File: src/stepper_indexer_pkg.sv
// Constants shared by the stepper current indexer
package stepper_indexer_pkg;

  // ----------------------------------------------------------------
  // Electrical angle
  // ----------------------------------------------------------------
  localparam int POS_W = 7;
  localparam logic [6:0] INIT_POS = 7'h10;
  localparam logic [5:0] IDX_FULL = 6'h20;
  localparam logic [5:0] IDX_HALF_SUBST = 6'h10;
  localparam logic [5:0] IDX_QUARTER_SUBST = 6'h18;
  localparam logic [6:0] RATIO_FULL = 7'h64;
  localparam logic [6:0] RATIO_ZERO = 7'h00;

  // ----------------------------------------------------------------
  // Resolution select codes and step sizes
  // ----------------------------------------------------------------
  localparam logic [2:0] RES_IDLE = 3'h0;
  localparam logic [2:0] RES_FULL = 3'h1;
  localparam logic [2:0] RES_HALF_A = 3'h2;
  localparam logic [2:0] RES_QUARTER = 3'h3;
  localparam logic [2:0] RES_HALF_B = 3'h4;
  localparam logic [2:0] RES_EIGHTH = 3'h5;
  localparam logic [2:0] RES_SIXTEENTH = 3'h6;
  localparam logic [2:0] RES_THIRTYSECOND = 3'h7;
  localparam logic [6:0] STEP_FULL = 7'h20;
  localparam logic [6:0] STEP_HALF = 7'h10;
  localparam logic [6:0] STEP_QUARTER = 7'h08;
  localparam logic [6:0] STEP_EIGHTH = 7'h04;
  localparam logic [6:0] STEP_SIXTEENTH = 7'h02;
  localparam logic [6:0] STEP_THIRTYSECOND = 7'h01;

  // ----------------------------------------------------------------
  // Regulation target scaling: target = ref * 3 / 4 * ratio / 100
  // ----------------------------------------------------------------
  localparam int TARGET_NUM = 3;
  localparam int TARGET_DEN = 400;

  // ----------------------------------------------------------------
  // Register map
  // ----------------------------------------------------------------
  localparam logic [3:0] REG_STATUS = 4'h0;
  localparam logic [3:0] REG_MASK = 4'h4;
  localparam logic [3:0] REG_STATE = 4'h8;
  localparam int EVT_W = 3;
  localparam int EVT_FAULT = 0;
  localparam int EVT_ALARM = 1;
  localparam int EVT_HOME = 2;
  localparam logic [2:0] STATUS_RESET = 3'h0;
  localparam logic [2:0] MASK_RESET = 3'h0;
  localparam logic [31:0] RDATA_IDLE = 32'h0000_0000;

endpackage : stepper_indexer_pkg

File: src/current_ratio_table.sv
// Current ratio lookup, percent of full current per table index
`timescale 1ns/1ps
module current_ratio_table
  import stepper_indexer_pkg::*;
(
  input wire logic [5:0] index,
  output logic [6:0] ratio
);

  always_comb
  begin
    unique case (index)
      6'd0: ratio = 7'd0;
      6'd1: ratio = 7'd5;
      6'd2: ratio = 7'd10;
      6'd3: ratio = 7'd15;
      6'd4: ratio = 7'd20;
      6'd5: ratio = 7'd25;
      6'd6: ratio = 7'd29;
      6'd7: ratio = 7'd34;
      6'd8: ratio = 7'd38;
      6'd9: ratio = 7'd43;
      6'd10: ratio = 7'd47;
      6'd11: ratio = 7'd52;
      6'd12: ratio = 7'd56;
      6'd13: ratio = 7'd60;
      6'd14: ratio = 7'd63;
      6'd15: ratio = 7'd67;
      6'd16: ratio = 7'd71;
      6'd17: ratio = 7'd74;
      6'd18: ratio = 7'd77;
      6'd19: ratio = 7'd80;
      6'd20: ratio = 7'd83;
      6'd21: ratio = 7'd86;
      6'd22: ratio = 7'd88;
      6'd23: ratio = 7'd90;
      6'd24: ratio = 7'd92;
      6'd25: ratio = 7'd94;
      6'd26: ratio = 7'd96;
      6'd27: ratio = 7'd97;
      6'd28: ratio = 7'd98;
      6'd29: ratio = 7'd99;
      6'd30: ratio = 7'd100;
      6'd31: ratio = 7'd100;
      6'd32: ratio = 7'd100;
      default: ratio = RATIO_ZERO;
    endcase
  end

endmodule : current_ratio_table

File: src/stepper_current_indexer.sv
// Step indexer: angle, channel currents, brake, flags and registers
//
// The implementer's own choices: the register addresses and strobed register access.
`timescale 1ns/1ps

module stepper_current_indexer
  import stepper_indexer_pkg::*;
#(
  parameter int VREF_W = 8
)
(
  input wire logic sys_clk,
  input wire logic rst_n,
  input wire logic step_clk,
  input wire logic direction_select,
  input wire logic [2:0] step_resolution_select,
  input wire logic brake,
  input wire logic angle_reset,
  input wire logic constant_voltage_mode,
  input wire logic [VREF_W-1:0] vref_level,
  input wire logic motor_power_good,
  input wire logic thermal_shutdown,
  input wire logic overcurrent_detect,
  input wire logic temp_alarm_detect,
  input wire logic temp_alarm_release,
  output logic [6:0] phase_a_ratio,
  output logic phase_a_negative,
  output logic [VREF_W-1:0] phase_a_target,
  output logic [6:0] phase_b_ratio,
  output logic phase_b_negative,
  output logic [VREF_W-1:0] phase_b_target,
  output logic regulation_enable,
  output logic phase_a_positive_output,
  output logic phase_a_negative_output,
  output logic phase_b_positive_output,
  output logic phase_b_negative_output,
  output logic low_power_idle,
  output logic home_angle_flag_out,
  output logic home_angle_flag_oe,
  output logic fault_flag_out,
  output logic fault_flag_oe,
  output logic thermal_alarm_flag_out,
  output logic thermal_alarm_flag_oe,
  input wire logic [3:0] reg_addr,
  input wire logic [31:0] reg_wdata,
  input wire logic reg_write,
  input wire logic reg_read,
  output logic [31:0] reg_rdata,
  output logic irq
);

  // ----------------------------------------------------------------
  // Helpers
  // ----------------------------------------------------------------
  function automatic logic [6:0] step_size(input logic [2:0] res);
    logic [6:0] s;
    s = STEP_THIRTYSECOND;
    unique case (res)
      RES_IDLE, RES_FULL: s = STEP_FULL;
      RES_HALF_A, RES_HALF_B: s = STEP_HALF;
      RES_QUARTER: s = STEP_QUARTER;
      RES_EIGHTH: s = STEP_EIGHTH;
      RES_SIXTEENTH: s = STEP_SIXTEENTH;
      RES_THIRTYSECOND: s = STEP_THIRTYSECOND;
    endcase
    return s;
  endfunction : step_size

  // Table entries replaced by full current in the full, half (code 2 only) and quarter modes
  function automatic logic [6:0] adjust_ratio(input logic [5:0] idx,
                                              input logic [6:0] raw,
                                              input logic [2:0] res);
    logic [6:0] r;
    r = raw;
    if ((res == RES_FULL || res == RES_HALF_A) && idx == IDX_HALF_SUBST)
      r = RATIO_FULL;
    if (res == RES_QUARTER && idx == IDX_QUARTER_SUBST)
      r = RATIO_FULL;
    return r;
  endfunction : adjust_ratio

  function automatic logic [VREF_W-1:0] scale_target(
      input logic [VREF_W-1:0] vref, input logic [6:0] ratio);
    logic [VREF_W+9:0] prod;
    prod = (VREF_W + 10)'(vref) * (VREF_W + 10)'(TARGET_NUM)
           * (VREF_W + 10)'(ratio);
    return VREF_W'(prod / (VREF_W + 10)'(TARGET_DEN));
  endfunction : scale_target

  // ----------------------------------------------------------------
  // Electrical angle
  // ----------------------------------------------------------------
  logic [6:0] position;
  logic [6:0] next_position;
  logic step_prev;
  logic next_step_prev;
  logic idle;

  assign idle = (step_resolution_select == RES_IDLE);

  always_comb
  begin
    next_step_prev = step_clk;
    next_position = position;
    if (angle_reset || idle)
      next_position = INIT_POS;
    else if (step_clk && !step_prev)
    begin
      if (direction_select)
        next_position = position + step_size(step_resolution_select);
      else
        next_position = position - step_size(step_resolution_select);
    end
  end

  always_ff @(posedge sys_clk or negedge rst_n)
  begin
    if (!rst_n)
    begin
      position <= INIT_POS;
      step_prev <= 1'b0;
    end
    else
    begin
      position <= next_position;
      step_prev <= next_step_prev;
    end
  end

  // ----------------------------------------------------------------
  // Channel magnitude and sign: A follows cosine, B sine
  // ----------------------------------------------------------------
  logic [1:0] quadrant;
  logic [5:0] offset;
  logic [5:0] idx_a;
  logic [5:0] idx_b;
  logic [6:0] raw_a;
  logic [6:0] raw_b;
  logic neg_a;
  logic neg_b;

  assign quadrant = position[6:5];
  assign offset = {1'b0, position[4:0]};
  assign idx_a = quadrant[0] ? offset : IDX_FULL - offset;
  assign idx_b = quadrant[0] ? IDX_FULL - offset : offset;
  assign neg_a = quadrant[0] ^ quadrant[1];
  assign neg_b = quadrant[1];

  current_ratio_table u_table_a (
    .index(idx_a),
    .ratio(raw_a)
  );

  current_ratio_table u_table_b (
    .index(idx_b),
    .ratio(raw_b)
  );

  // ----------------------------------------------------------------
  // Brake sign capture and drive outputs
  // ----------------------------------------------------------------
  logic brake_prev;
  logic held_neg_a;
  logic held_neg_b;
  logic next_brake_prev;
  logic next_held_neg_a;
  logic next_held_neg_b;
  logic [6:0] ratio_a;
  logic [6:0] ratio_b;
  logic cur_neg_a;
  logic cur_neg_b;
  logic [3:0] windings;

  always_comb
  begin
    next_brake_prev = brake;
    next_held_neg_a = held_neg_a;
    next_held_neg_b = held_neg_b;
    if (brake && !brake_prev)
    begin
      next_held_neg_a = neg_a;
      next_held_neg_b = neg_b;
    end
    ratio_a = adjust_ratio(idx_a, raw_a, step_resolution_select);
    ratio_b = adjust_ratio(idx_b, raw_b, step_resolution_select);
    cur_neg_a = neg_a;
    cur_neg_b = neg_b;
    // Brake mode depends on the regulation style
    if (brake && !constant_voltage_mode)
    begin
      ratio_a = RATIO_FULL;
      ratio_b = RATIO_FULL;
      cur_neg_a = brake_prev ? held_neg_a : neg_a;
      cur_neg_b = brake_prev ? held_neg_b : neg_b;
    end
    windings = {ratio_b != RATIO_ZERO && cur_neg_b,
                ratio_b != RATIO_ZERO && !cur_neg_b,
                ratio_a != RATIO_ZERO && cur_neg_a,
                ratio_a != RATIO_ZERO && !cur_neg_a};
    if (brake && constant_voltage_mode)
      windings = 4'hF;
    if (idle)
      windings = 4'h0;
  end

  always_ff @(posedge sys_clk or negedge rst_n)
  begin
    if (!rst_n)
    begin
      brake_prev <= 1'b0;
      held_neg_a <= 1'b0;
      held_neg_b <= 1'b0;
      phase_a_ratio <= RATIO_ZERO;
      phase_b_ratio <= RATIO_ZERO;
      phase_a_negative <= 1'b0;
      phase_b_negative <= 1'b0;
      phase_a_target <= '0;
      phase_b_target <= '0;
      regulation_enable <= 1'b0;
      {phase_b_negative_output, phase_b_positive_output,
       phase_a_negative_output, phase_a_positive_output} <= 4'h0;
      low_power_idle <= 1'b1;
    end
    else
    begin
      brake_prev <= next_brake_prev;
      held_neg_a <= next_held_neg_a;
      held_neg_b <= next_held_neg_b;
      phase_a_ratio <= ratio_a;
      phase_b_ratio <= ratio_b;
      phase_a_negative <= cur_neg_a;
      phase_b_negative <= cur_neg_b;
      phase_a_target <= scale_target(vref_level, ratio_a);
      phase_b_target <= scale_target(vref_level, ratio_b);
      regulation_enable <= !constant_voltage_mode && !idle;
      {phase_b_negative_output, phase_b_positive_output,
       phase_a_negative_output, phase_a_positive_output} <= windings;
      low_power_idle <= idle;
    end
  end

  // ----------------------------------------------------------------
  // Open-drain flags
  // ----------------------------------------------------------------
  logic fault_latch;
  logic alarm_latch;
  logic home_flag;
  logic next_fault_latch;
  logic next_alarm_latch;
  logic next_home_flag;

  always_comb
  begin
    next_home_flag = (next_position == INIT_POS);
    next_fault_latch = fault_latch;
    if (!motor_power_good || idle)
      next_fault_latch = 1'b0;
    if (thermal_shutdown || overcurrent_detect)
      next_fault_latch = 1'b1;
    next_alarm_latch = alarm_latch;
    if (temp_alarm_release)
      next_alarm_latch = 1'b0;
    if (temp_alarm_detect)
      next_alarm_latch = 1'b1;
  end

  always_ff @(posedge sys_clk or negedge rst_n)
  begin
    if (!rst_n)
    begin
      fault_latch <= 1'b0;
      alarm_latch <= 1'b0;
      home_flag <= 1'b1;
    end
    else
    begin
      fault_latch <= next_fault_latch;
      alarm_latch <= next_alarm_latch;
      home_flag <= next_home_flag;
    end
  end

  assign home_angle_flag_out = 1'b0;
  assign home_angle_flag_oe = home_flag;
  assign fault_flag_out = 1'b0;
  assign fault_flag_oe = fault_latch;
  assign thermal_alarm_flag_out = 1'b0;
  assign thermal_alarm_flag_oe = alarm_latch;

  // ----------------------------------------------------------------
  // Register port and interrupt
  // ----------------------------------------------------------------
  logic [EVT_W-1:0] status;
  logic [EVT_W-1:0] mask;
  logic [EVT_W-1:0] next_status;
  logic [EVT_W-1:0] next_mask;
  logic [EVT_W-1:0] events;
  logic [31:0] next_rdata;

  always_comb
  begin
    events = '0;
    events[EVT_FAULT] = next_fault_latch && !fault_latch;
    events[EVT_ALARM] = next_alarm_latch && !alarm_latch;
    events[EVT_HOME] = next_home_flag && !home_flag;
    next_status = status;
    next_mask = mask;
    if (reg_write && reg_addr == REG_STATUS)
      next_status = status & ~reg_wdata[EVT_W-1:0];
    if (reg_write && reg_addr == REG_MASK)
      next_mask = reg_wdata[EVT_W-1:0];
    // New events win over a clear in the same cycle
    next_status = next_status | events;
    next_rdata = RDATA_IDLE;
    if (reg_read)
    begin
      unique case (reg_addr)
        REG_STATUS: next_rdata = {29'h0, status};
        REG_MASK: next_rdata = {29'h0, mask};
        REG_STATE: next_rdata = {16'h0, alarm_latch, fault_latch,
                                 home_flag, low_power_idle, position,
                                 phase_b_negative, phase_a_negative,
                                 brake_prev, 2'b00};
        default: next_rdata = RDATA_IDLE;
      endcase
    end
  end

  always_ff @(posedge sys_clk or negedge rst_n)
  begin
    if (!rst_n)
    begin
      status <= STATUS_RESET;
      mask <= MASK_RESET;
      reg_rdata <= RDATA_IDLE;
    end
    else
    begin
      status <= next_status;
      mask <= next_mask;
      reg_rdata <= next_rdata;
    end
  end

  assign irq = |(status & mask);

endmodule : stepper_current_indexer

File: config.mk
export PLATFORM = sky130hd
export DESIGN_NAME = stepper_current_indexer
export DESIGN_NICKNAME = d
export VERILOG_FILES = /design/src/stepper_indexer_pkg.sv /design/src/current_ratio_table.sv /design/src/stepper_current_indexer.sv
export SDC_FILE = /design/constraint.sdc
export NUM_CORES = 1
export LEC_CHECK = 0
export BUFFER_PORTS_ARGS = -buffer_cell sky130_fd_sc_hd__buf_4
export CELL_PAD_IN_SITES_DETAIL_PLACEMENT = 1
export CELL_PAD_IN_SITES_GLOBAL_PLACEMENT = 2
export CORE_ASPECT_RATIO = 0.5
export CORE_MARGIN = 2
export CORE_UTILIZATION = 39
export CTS_CLUSTER_DIAMETER = 50
export DETAILED_ROUTE_END_ITERATION = 8
export GPL_TIMING_DRIVEN = 1
export PLACE_DENSITY = 0.92
export SLEW_MARGIN = 20
export SYNTH_ARGS = -nofsm -noshare
export SYNTH_HDL_FRONTEND = slang
export SYNTH_SLANG_ARGS = --single-unit
File: constraint.sdc
create_clock -name sys_clk -period 24.1 [get_ports sys_clk]
set_input_delay 4.82 -clock sys_clk [delete_from_list [all_inputs] [get_ports sys_clk]]
set_output_delay 4.82 -clock sys_clk [all_outputs]
set_load 0.02 [all_outputs]
---- Yosys cells after proc, flatten, opt, wreduce, memory -nomap -nowiden ----
Memories as Yosys holds them, arrays and structs flattened.
Cells that the tools add are included.
storage, ports and cells
  register bits after elaboration ......... 90
  ROM bits ................................ 992
  input bits .............................. 61
  output and inout bits ................... 77
  logic and storage cells ................. 117
  memories ................................ 4
operators by class
  add/sub/neg operators ................... 3
  multiply operators ...................... 3
  divide/modulo/power cells ............... 2
  equal/unequal tests ..................... 10
  mux-type cells .......................... 30
  bitwise logic cells ..................... 5
  reduce and logical (&&, ||, !) cells .... 37
memory list
  memory            words  width  read ports  clocked after memory_dff  write ports  RTL line                       RTL
  (name not given)  64     7      1           0                         0            current_ratio_table.sv:12      unique case (index)
  (name not given)  64     7      1           0                         0            current_ratio_table.sv:12
  (name not given)  8      6      1           0                         0            stepper_current_indexer.sv:58  unique case (res)
  (name not given)  8      6      1           0                         0            stepper_current_indexer.sv:58
operators with widths
  cell                                                number
  two-way mux 7 bit                                   15
  case mux 16 bit (3 select lines)                    1
  divider 17 x 9 -> 18 bit (second input constant)    2
  multiplier 10 x 7 -> 17 bit                         2
  == test 6 x 5 -> 1 bit (second input constant)      4
  logical AND 1 bit                                   18
  two-way mux 16 bit                                  1
  nonzero test 7 bit                                  2
  two-way mux 6 bit                                   2
  logical NOT 1 bit                                   10
  multiplier 8 x 2 -> 10 bit (second input constant)  1
  two-way mux 1 bit                                   8
  two-way mux 4 bit                                   2
  adder 7 bit                                         1
  == test 7 x 5 -> 1 bit (second input constant)      1
  subtractor 7 bit                                    1
  bitwise AND 3 bit                                   2
  == test 3 x 2 -> 1 bit (second input constant)      2
  subtractor 6 x 5 -> 6 bit (first input constant)    1
  == test 4 x 3 -> 1 bit (second input constant)      1
  == test 4 bit (second input constant)               1
  logical NOT 4 bit                                   1
  logical OR 1 bit                                    4
  == test 3 x 1 -> 1 bit (second input constant)      1
  6 further kinds                                     6

---- Longest topological paths before layout ----
Gate-level depths: netlist of the first run.
  depth after elaboration ................. 11
  depth in mapped cells ................... 49

---- Modules after synthesis ----
Synthesis of the first run repeated with hierarchy kept, for this count alone.
second synthesis, totals
  cells, all modules ...................... 1627
  area, all modules ....................... 12954.9 um2
modules (own cells, without submodules)
  module                   times used  cells each  area an instance (um2)  sequential area each (um2)
  stepper_current_indexer  1           1491        12041.5                 1855.5
  current_ratio_table      2           68          456.7                   0.0

---- Worst setup path after synthesis of the first run ----
No wires, ideal clock.
  path type ............................... in2reg
  start point ............................. input port vref_level[0]
  end point ............................... register phase_b_target[0]
  library setup time ...................... 0.121 ns
  arrival time ............................ 14.328 ns
  data required time ...................... 23.979 ns
  setup slack ............................. 9.651 ns
  stages on the path ...................... 45
  buffers on the path ..................... 5
  cell sequence ........................... ha_1 -> fa_1 -> a21oi_1 -> nor2_1 -> nor2_1 -> nor2b_1 -> o21ai_0 -> nand2b_1 -> xnor2_1 -> clkbuf_1 -> nand2_1 -> fa_1 -> fa_1 -> inv_1 -> fa_1 -> inv_1 -> fa_1 -> inv_1 -> [... 9 more ...] -> o21ai_2 -> a22oi_1 -> o311ai_2 -> a31oi_2 -> a2111oi_0 -> nor2_1 -> mux2i_1 -> buf_2 -> nor3_1 -> a21oi_1 -> a32oi_1 -> xor2_1 -> a31o_1 -> buf_2 -> maj3_2 -> o2bb2ai_1 -> a211o_1 -> a22o_1
on the way
  longest elaborated chain between the ends .. 3
RTL lines
  element                      RTL line                        RTL
  from (decl)                  stepper_current_indexer.sv:20   input wire logic [VREF_W-1:0] vref_level,
  multiplier 8 x 2 -> 10 bit   stepper_current_indexer.sv:85   prod = (VREF_W + 10)'(vref) * (VREF_W + 10)'(TARGET_NUM)
  multiplier 10 x 7 -> 17 bit  stepper_current_indexer.sv:86   * (VREF_W + 10)'(ratio);
  divider 17 x 9 -> 18 bit     stepper_current_indexer.sv:87   return VREF_W'(prod / (VREF_W + 10)'(TARGET_DEN));
  to (signal assigned)         stepper_current_indexer.sv:234  phase_b_target <= scale_target(vref_level, ratio_b);
  to (decl)                    stepper_current_indexer.sv:31   output logic [VREF_W-1:0] phase_b_target,
No other way between the ends.
A chain may end at the register's enable or synchronous reset.

---- Worst setup path in the final report of the first run ----
  start point ............................. input port vref_level[0]
  end point ............................... register phase_a_target[0]
on the way
  longest elaborated chain between the ends .. 3
RTL lines
  element                      RTL line                        RTL
  multiplier 8 x 2 -> 10 bit   stepper_current_indexer.sv:85
  multiplier 10 x 7 -> 17 bit  stepper_current_indexer.sv:86
  divider 17 x 9 -> 18 bit     stepper_current_indexer.sv:87
  to (signal assigned)         stepper_current_indexer.sv:233  phase_a_target <= scale_target(vref_level, ratio_a);
  to (decl)                    stepper_current_indexer.sv:28   output logic [VREF_W-1:0] phase_a_target,
No other way between the ends.

==> out/results.tsv, run 1 <==
stage	metric	value	unit
grt	largest net degree at the start of global routing	64	
timing	Final Hold Fails	0	
timing	endpoints failing setup	0	
routing	antenna violation net count after detailed routing	0	
die	Die W	258	um
grt	Total Routing Usage GR	23.1	%
min_path	worst hold path type	register to register	
timing	Max Transition Viols Final	0	
routing	DRC violations left	0	
placement	Detail Placement HPWL	30000	um
clock_network	cts bufs inserted	9	
synth	post-synthesis sequential area ratio	14.8	%
synth	post-synthesis mux area share	2.13	%
grt	first-pass GRT wire length	63800	um
timing	final hold slack	0.497	ns
synth	Synth Area in Compound Gates	24.4	%
synth	simple-gate share of the synthesized area	22.3	%
synth	Synth Instances	1569	
routing	DR vias	11889	
cells_and_area	Finished Cell Area	13900	um^2
die	I/O pins	138	
cells_and_area	share of cells above drive strength 1	12.1	%
worst_setup_path	Max stage delay on crit path	0.87	ns
clock_network	Worst-Skew Late Latency	0.37	ns
cells_and_area	Final nets	1867	
cells_and_area	ant diodes	0	
timing	Final TNS setup	0	ns
synth	area of the mapped netlist	12600	um^2
worst_setup_path	worst-path maximum fanout	15	
clock_network	Sink Count	74	
synth	Unique masters post-synth	109	
synth	most instantiated library cell after synthesis	nand2_1	
routing	Wirelength per Cell	18.5	um
die	number of core rows	46	
clock_network	post-CTS resize count	0	
grt	initial antenna violation count	0	
worst_setup_path	Worst EP required	24.41	ns
synth	FF+latch count, synth	74	
die	core area	31700	um^2
grt	grt total ovfl	0	
clock_network	# Post-CTS Setup Buffers	0	
placement	Port Buf Inserts	89	
status	outcome	completed	
timing	final period demand of the worst path	16.57	ns
synth	ys async rst share	100	%
clock_network	CTS H-tree lvls	3	
placement	Area after DPL	13600	um^2
clock_network	CTS tree	built	
synth	main combinational cell family by area after synthesis	compound AO/OA/AOI/OAI gates	
clock_network	Root Buffer Master	clkbuf_16	
clock_network	CTS clk-pin slew, worst paths	0.07	ns
placement	DP Cell Count	2050	
cells_and_area	area delta synth->final	10.4	%
worst_setup_path	cell repeated most along the worst path	fa_1	
worst_setup_path	Critical Path AT	16.87	ns
timing	Fmax	60.4	MHz
timing	Final period util	68.7	%
routing	Initial DRC Count	564	
clock_network	hold buffers post-CTS	0	
synth	Synth area leader	dfrtp_1	
worst_setup_path	crit start category	primary input	
die	die height	131	um
timing	Slew HR	25.9	%
worst_setup_path	CP max-delay cell	a21oi_1	
synth	dominant synthesized flop cell	dfrtp_1	
routing	Vias/cell	5.75	
synth	synth warn	0	
routing	DRT Pass-1 Iters	5	
synth	number of synthesized flops with an enable pin	0	
synth	ranking of synthesized cells by area	dfrtp_1 14%, fa_1 13%, ha_1 9.7%	
placement	GPL Wtd Cong	0.895	
synth	Synth Area in Adders	22.7	%
worst_setup_path	kind of critical path	primary input to register	
synth	XOR/XNOR Fraction of Synth Area	5.78	%
clock_network	CTS max path bufs	2	
synth	Synth top area share	14.1	%
routing	WL final	38300	um
timing	RSZ-0062 raised after global routing	no	
synth	most frequent cells after synthesis	159 x nand2_1, 146 x inv_1, 143 x nor2_1	
die	DIE AREA	33800	um^2
grt	vias in the first global route	12591	
die	Initial Util	39.6	%
synth	mean post-synth cell area	8.01	um^2
timing	Clock Skew	0.00946	ns
job	max-cap viol count	0	
worst_setup_path	CP Capture Type	register	
cells_and_area	Finished Layout Cells	2066	
timing	worst-margin pin slew	1.11	ns
[flip-flops by register name, indices dropped and copies added (netlist names), 3 cells and up]
signal          flops
mask                3
phase_b_target      8
phase_a_ratio       7
status              3
phase_b_ratio       7
phase_a_target      8
position            7
reg_rdata          16
[area by class of cell]
| type | instances | area, um^2 |
|---|---|---|
| sequential | 74 | 1860 |
| timing repair buffer | 106 | 796 |
| clock buffer | 9 | 225 |
| inverter | 150 | 563 |
| clock inverter | 7 | 82.6 |
| multi-input combinational | 1288 | 9810 |
| fill | 3874 | 17800 |
| tap | 432 | 541 |
[stage by stage]
step / worst slack [ns] / util, %
after floorplan: 9.65 / -
after global placement: 7.70 / 42.7
after detailed placement: 7.28 / 42.7
after CTS: 7.65 / 43.7
after global routing: 6.88 / 43.7
final: 7.53 / 43.7
[placed cells by master, fill, tap and decap left out, types with 12 or more instances in the layout]
cell type / instances
a21oi_1: 88
nor3_1: 47
and2_1: 70
fa_1: 80
a21o_1: 27
nand2_1: 159
a31oi_1: 20
buf_4: 106
a211oi_1: 20
nor2_1: 143
o211ai_1: 20
dfrtp_1: 71
xnor2_1: 45
nand3_1: 42
nor4_1: 12
and3_1: 15
o21ai_0: 54
conb_1: 19
xor2_1: 25
nand2b_1: 20
nand4_1: 17
inv_1: 146
mux2i_1: 13
ha_1: 97
[path summary, 6_finish.rpt]
check / startpoint / endpoint / slack [ns] / cells past startpoint
max in group asynchronous: rst_n / phase_a_target[5]$_DFF_PN0_ / 18.64 / 2
worst min-delay path: phase_b_negative$_DFF_PN0_ / reg_rdata[4]$_DFF_PN0_ / 0.50 / 1
min in group asynchronous: rst_n / phase_b_ratio[1]$_DFF_PN0_ / 4.29 / 1
worst max-delay path: vref_level[0] / phase_a_target[0]$_DFF_PN0_ / 7.53 / 42
worst min register to register: phase_b_negative$_DFF_PN0_ / reg_rdata[4]$_DFF_PN0_ / 0.50 / 1
worst max register to register: position[0]$_DFF_PN0_ / phase_b_target[0]$_DFF_PN0_ / 10.45 / 37
[logic make-up after synthesis]
kind of cell / count (synthesis)
and+or+nand+nor: 575
xor gates and xnor gates: 77
buffers and inverters: 225
AOI/OAI and AO/OA: 411
DFF: 74
adders and majority gates: 181
muxes: 25
other: 1
[routing by layer]
layer | wire length (um) | global-route usage (%)
met5 | 0 | 0
met4 | 852 | 7.45
met3 | 1130 | 3.05
met2 | 19300 | 42.5
met1 | 17000 | 28.4
[worst max-delay path: cells and delay by family]
kind                     cells  cell delay, ns
AO/OA/AOI/OAI               11            3.49
XOR/XNOR                     2            0.89
adder cells (fa/ha/maj)      7            3.11
buffers and inverters        5            0.66
multiplexers                 3            1.06
AND/OR/NAND/NOR             14            2.84
Power of run 1 is left out: the tool's default activity adds up to more than one toggle a clock period on the data nets, which glitch-free logic cannot reach.
==> inputs of run 2 (changes only) <==
- CORE_UTILIZATION: 39 -> 33
- PLACE_DENSITY: 0.92 -> 0.83
- clock period: 24.1 -> 13.3 ns (I/O delays scaled with it)
==> out/results.tsv, run 2 (synthesis gave the netlist of run 1 again) <==
stage	metric	value	unit	change
worst_setup_path	Max stage delay on crit path	0.54	ns	was 0.87 ns
clock_network	CTS clk-pin slew, worst paths	0.08	ns	was 0.07 ns
cells_and_area	Top Registers	reg_rdata (16), phase_a_target (8), phase_b_target (8)		unchanged
timing	Slew HR	32.5	%	was 25.9%
clock_network	Worst-Skew Late Latency	0.38	ns	was 0.37 ns
timing	Max Transition Viols Final	0		unchanged
worst_setup_path	kind of critical path	primary input to register		unchanged
placement	Detail Placement HPWL	29900	um	was 30000 um
grt	vias in the first global route	12114		was 12591
worst_setup_path	cell repeated most along the worst path	fa_1		unchanged
cells_and_area	area delta synth->final	15.5	%	was 10.4%
cells_and_area	Final nets	1930		was 1867
timing	RSZ-0062 raised after global routing	yes		was no
clock_network	Root Buffer Master	clkbuf_16		unchanged
placement	Port Buf Inserts	89		unchanged
clock_network	# Post-CTS Setup Buffers	0		unchanged
cells_and_area	commonest non-fill, non-tap cell in the layout	buf_4		was nand2_1
clock_network	CTS H-tree lvls	3		unchanged
grt	grt total ovfl	0		unchanged
die	DIE AREA	39800	um^2	was 33800 um^2
timing	Clock Skew	0.0220	ns	was 0.00946 ns
die	die height	142	um	was 131 um
grt	largest net degree at the start of global routing	71		was 64
timing	Final period util	96.4	%	
routing	DR vias	11755		was 11889
routing	DRT Pass-1 Iters	5		unchanged
grt	first-pass GRT wire length	63500	um	was 63800 um
cells_and_area	max FFs per register	16		unchanged
die	Die W	280	um	was 258 um
grt	Total Routing Usage GR	19.5	%	was 23.1%
cells_and_area	fillcell total	4553		was 3874
worst_setup_path	CP Buf/Inv Count	8		was 5
routing	DRC violations left	0		unchanged
status	outcome	completed		unchanged
routing	Wirelength per Cell	17.4	um	was 18.5 um
clock_network	cts bufs inserted	9		unchanged
placement	DP Cell Count	2175		was 2050
routing	Vias/cell	5.37		was 5.75
cells_and_area	multi-input logic area	9900	um^2	was 9810 um^2
routing	antenna violation net count after detailed routing	0		unchanged
cells_and_area	FF/Latch Area	1860	um^2	unchanged
clock_network	Sink Count	74		unchanged
clock_network	CTS tree	built		unchanged
timing	Final Hold Fails	0		unchanged
cells_and_area	Finished Layout Cells	2191		was 2066
timing	Fmax	78.0	MHz	
clock_network	CTS max path bufs	2		unchanged
placement	GPL Wtd Cong	0.855		was 0.895
timing	endpoints failing setup	0		unchanged
die	core area	37500	um^2	was 31700 um^2
cells_and_area	commonest non-fill, non-tap cells in the layout	168 x buf_4, 159 x nand2_1, 146 x inv_1		was 159 x nand2_1, 146 x inv_1, 143 x nor2_1
cells_and_area	ant diodes	0		unchanged
worst_setup_path	worst-path maximum fanout	9		was 15
worst_setup_path	CP top delay family	compound AO/OA/AOI/OAI gates		unchanged
die	I/O pins	138		unchanged
timing	worst-margin pin slew	1.01	ns	was 1.11 ns
cells_and_area	share of cells above drive strength 1	16.1	%	was 12.1%
timing	final period demand of the worst path	12.83	ns	
job	max-cap viol count	0		unchanged
worst_setup_path	CP max-delay cell	fa_1		was a21oi_1
die	Initial Util	33.5	%	was 39.6%
worst_setup_path	crit start category	primary input		unchanged
cells_and_area	most flop-heavy register	reg_rdata		unchanged
timing	Final TNS setup	0	ns	unchanged
worst_setup_path	Worst EP required	13.61	ns	was 24.41 ns
worst_setup_path	CP Capture Type	register		unchanged
die	number of core rows	50		was 46
routing	WL final	38100	um	was 38300 um
grt	initial antenna violation count	0		unchanged
worst_setup_path	Critical Path AT	13.14	ns	was 16.87 ns
routing	Initial DRC Count	487		was 564
min_path	worst hold path type	register to register		unchanged
run 2: cell count changes in the layout (fill, tap and decap cells not counted), moves of 2 or more:
cell	previous run	this run
o21ai_1	9	11
a21oi_1	88	86
buf_4	106	168
o21ai_0	54	52
xnor2_1	45	43
a211oi_2	2	5
xnor2_2	4	6
a211oi_1	20	17
run 2: layout make-up:
class                   count  share of cell area [%]
clock buffers               9                    1.55
clock inverters             7                   0.569
inverters                 150                    3.88
multi-input cells        1288                    68.2
flip-flops and latches     74                    12.8
well taps                 494                    4.26
repair buffers            169                    8.76
run 2: timing repair:
action | in CTS | in global routing
hold buffers | 0 | 0
setup endpoints to repair | 0 | 4
gates resized for setup | 0 | 19
run 2: path summary, 6_finish.rpt:
kind | cells after the start | slack [ns] | startpoint | to
worst max-delay path | 46 | 0.47 | vref_level[0] | phase_a_target[0]$_DFF_PN0_
worst min-delay path | 1 | 0.51 | held_neg_b$_DFFE_PN0P_ | held_neg_b$_DFFE_PN0P_
worst max register to register | 41 | 1.10 | position[1]$_DFF_PN0_ | phase_b_target[0]$_DFF_PN0_
worst min register to register | 1 | 0.51 | held_neg_b$_DFFE_PN0P_ | held_neg_b$_DFFE_PN0P_
max in group asynchronous | 2 | 10.28 | rst_n | mask[2]$_DFFE_PN0P_
min in group asynchronous | 1 | 2.07 | rst_n | phase_b_target[6]$_DFF_PN0_
run 2: metrics by stage:
stage               instance area (um^2)  hold WS, ns  setup slack (ns)  util [%]
floorplan                          12600        0.471              1.01         -
global placement                   14100        0.486            0.0936      37.6
detailed placement                 14100        0.497            0.0333      37.6
CTS                                14400        0.514             0.373      38.5
global route                       14500        0.524           -0.0672      38.7
finish                             14500        0.511             0.474      38.7
run 2: worst register-to-register path, delay by kind of cell (launching register included):
family          cells  cell delay (ns)
fa+ha+maj           7             2.89
xor+xnor            2             0.88
flops               1             0.42
mux                 1             0.13
buf+inv             5             0.82
compound gates     15             4.17
simple gates       11             2.75
run 2: per-layer routing:
layer,GRT usage (%),vias to the layer above,routed length [um]
li1,-,5733,-
met1,26.2,5834,18200
met2,33.2,154,18200
met3,2.45,34,974
met4,5.07,0,653
met5,0,-,0
Power of run 2 is left out for the same reason.
==> inputs of run 3 (changes only) <==
--- a/config.mk
+++ b/config.mk
@@ -7,3 +7,3 @@
 export LEC_CHECK = 0
-export BUFFER_PORTS_ARGS = -buffer_cell sky130_fd_sc_hd__buf_4
+export BUFFER_PORTS_ARGS = -buffer_cell sky130_fd_sc_hd__buf_2
 export CELL_PAD_IN_SITES_DETAIL_PLACEMENT = 1
==> constraint.sdc (replaced) <==
create_clock -name sys_clk -period 13.3 [get_ports sys_clk]
set_input_delay 0.665 -clock sys_clk [delete_from_list [all_inputs] [get_ports sys_clk]]
set_output_delay 0.665 -clock sys_clk [all_outputs]
set_load 0.02 [all_outputs]
==> out/results.tsv, run 3 (synthesis gave the netlist of run 1 again) <==
stage	metric	value	unit	change
clock_network	CTS clk-pin slew, worst paths	0.08	ns	about the same
timing	RSZ-0062 raised after global routing	no		was yes
clock_network	CTS tree	built		unchanged
worst_setup_path	reg2reg setup slack	1.21	ns	was 1.10 ns
timing	Fmax	82.7	MHz	was 78.0 MHz
timing	endpoints failing setup	0		unchanged
cells_and_area	commonest non-fill, non-tap cell in the layout	nand2_1		was buf_4
cells_and_area	max FFs per register	16		unchanged
worst_setup_path	CP top delay family	compound AO/OA/AOI/OAI gates		unchanged
worst_setup_path	Critical path origin	position[0]$_DFF_PN0_		was vref_level[0]
cells_and_area	fin util	37.1	%	was 38.7%
die	Die W	280	um	unchanged
clock_network	CTS max path bufs	2		unchanged
timing	Clock Skew	0.0206	ns	was 0.0220 ns
worst_setup_path	CP max-delay cell	dfrtp_1		was fa_1
timing	worst-margin pin slew	0.974	ns	was 1.01 ns
timing	Final TNS setup	0	ns	unchanged
die	Initial Util	33.5	%	unchanged
timing	Final Hold Fails	0		unchanged
cells_and_area	most flop-heavy register	reg_rdata		unchanged
routing	WL final	36900	um	was 38100 um
die	I/O pins	138		unchanged
cells_and_area	fillcell total	4562		was 4553
worst_setup_path	crit start category	register		was primary input
routing	Initial DRC Count	479		was 487
routing	antenna violation net count after detailed routing	0		unchanged
die	die height	142	um	unchanged
timing	final period demand of the worst path	12.09	ns	was 12.83 ns
worst_setup_path	cell repeated most along the worst path	fa_1		unchanged
routing	Vias/cell	5.38		was 5.37
placement	DP Cell Count	2135		was 2175
clock_network	Worst-Skew Late Latency	0.38	ns	about the same
grt	vias in the first global route	11986		was 12114
routing	DRT Pass-1 Iters	5		unchanged
routing	DR vias	11577		was 11755
placement	Detail Placement HPWL	29000	um	was 29900 um
worst_setup_path	CP Capture Type	register		unchanged
worst_setup_path	CP Buf/Inv Count	4		was 8
worst_setup_path	kind of critical path	register to register		was primary input to register
clock_network	Sink Count	74		unchanged
grt	largest net degree at the start of global routing	64		was 71
grt	grt total ovfl	0		unchanged
worst_setup_path	Levels on crit path	41		was 46
die	DIE AREA	39800	um^2	unchanged
clock_network	CTS H-tree lvls	3		unchanged
placement	GPL Wtd Cong	0.821		was 0.855
cells_and_area	share of cells above drive strength 1	13.5	%	was 16.1%
worst_setup_path	CP endpoint	phase_b_target[0]$_DFF_PN0_		was phase_a_target[0]$_DFF_PN0_
worst_setup_path	Critical Path AT	12.35	ns	was 13.14 ns
routing	Wirelength per Cell	17.2	um	was 17.4 um
timing	Max Transition Viols Final	0		unchanged
worst_setup_path	Worst R2R Path Depth	41		unchanged
clock_network	Root Buffer Master	clkbuf_16		unchanged
cells_and_area	commonest non-fill, non-tap cells in the layout	159 x nand2_1, 146 x inv_1, 143 x nor2_1		was 168 x buf_4, 159 x nand2_1, 146 x inv_1
grt	initial antenna violation count	0		unchanged
placement	Port Buf Inserts	89		unchanged
clock_network	cts bufs inserted	9		unchanged
cells_and_area	area delta synth->final	10.7	%	was 15.5%
clock_network	hold buffers post-CTS	0		unchanged
worst_setup_path	reg2reg start	position[0]$_DFF_PN0_		was position[1]$_DFF_PN0_
worst_setup_path	Reg2Reg Capture Point	phase_b_target[0]$_DFF_PN0_		unchanged
grt	Total Routing Usage GR	19.0	%	was 19.5%
grt	first-pass GRT wire length	62000	um	was 63500 um
min_path	worst hold path type	primary input to asynchronous set/reset pin		was register to register
routing	DRC violations left	0		unchanged
worst_setup_path	Worst EP required	13.56	ns	was 13.61 ns
timing	Slew HR	34.8	%	was 32.5%
cells_and_area	Finished Layout Cells	2151		was 2191
worst_setup_path	worst-path maximum fanout	15		was 9
die	core area	37500	um^2	unchanged
worst_setup_path	Max stage delay on crit path	0.69	ns	was 0.54 ns
timing	Final period util	90.9	%	was 96.4%
status	outcome	completed		unchanged
job	max-cap viol count	0		unchanged
cells_and_area	Final nets	1890		was 1930
cells_and_area	ant diodes	0		unchanged
die	number of core rows	50		unchanged
cells_and_area	Top Registers	reg_rdata (16), phase_a_target (8), phase_b_target (8)		unchanged
[run 3: changes by cell type in the layout (fill, tap and decap cells not counted), moves of 2 or more]
cell / change
a21oi_1: +2
buf_2: +88
o21ai_1: -2
o21ai_0: +2
a211oi_2: -3
buf_4: -127
a211oi_1: +3
[run 3: area by class of cell]
cell class                      instances  area [um^2]  share of cell area [%]
Multi-Input combinational cell       1288         9820                    70.6
Sequential cell                        74         1860                    13.3
Timing Repair Buffer                  129          748                    5.38
Tap cell                              494          618                    4.44
Inverter                              150          563                    4.05
Clock buffer                            9          225                    1.62
Clock inverter                          7         82.6                   0.593
[run 3: worst register-to-register path, delay by kind of cell, from the launching register on]
kind / cells / cell delay, ns
multiplexers: 1 / 0.26
AND/OR/NAND/NOR: 10 / 2.33
adder cells (fa/ha/maj): 6 / 2.73
flip-flops: 1 / 0.69
buffers and inverters: 4 / 0.45
AO/OA/AOI/OAI: 18 / 4.63
XOR/XNOR: 2 / 0.90
[run 3: through the flow]
step,hold WS [ns],instance area (um^2),worst slack [ns]
final,0.138,13900,1.21
after global routing,0.137,13900,0.290
after CTS,0.134,13900,0.782
after detailed placement,0.488,13600,0.817
after global placement,0.484,13600,0.965
after floorplan,0.369,12600,2.33
[run 3: how the worst min path moves through the flow]
stage,startpoint,endpoint,slack (ns),cells after the start
3_3_place_gp,held_neg_a$_DFFE_PN0P_,held_neg_a$_DFFE_PN0P_,0.48,1
5_1_grt,rst_n,phase_b_target[7]$_DFF_PN0_,0.14,1
3_5_place_dp,thermal_alarm_flag_oe$_DFF_PN0_,status[1]$_DFF_PN0_,0.49,1
4_1_cts,rst_n,phase_b_target[7]$_DFF_PN0_,0.13,1
6_report,rst_n,phase_b_target[7]$_DFF_PN0_,0.14,1
2_1_floorplan,rst_n,brake_prev$_DFF_PN0_,0.37,0
[run 3: metal layers]
metal	vias to the layer above	track usage [%]	wire [um]
li1	5668	-	-
met1	5764	25.4	17700
met2	127	33.4	18000
met3	18	2.25	855
met4	0	3.35	363
met5	-	0	0
[run 3: timing repair]
action / in CTS / in global routing
gates resized for setup: 0 / 1
setup endpoints to repair: 0 / 1
setup buffers: 0 / 0
Power of run 3 is left out for the same reason.
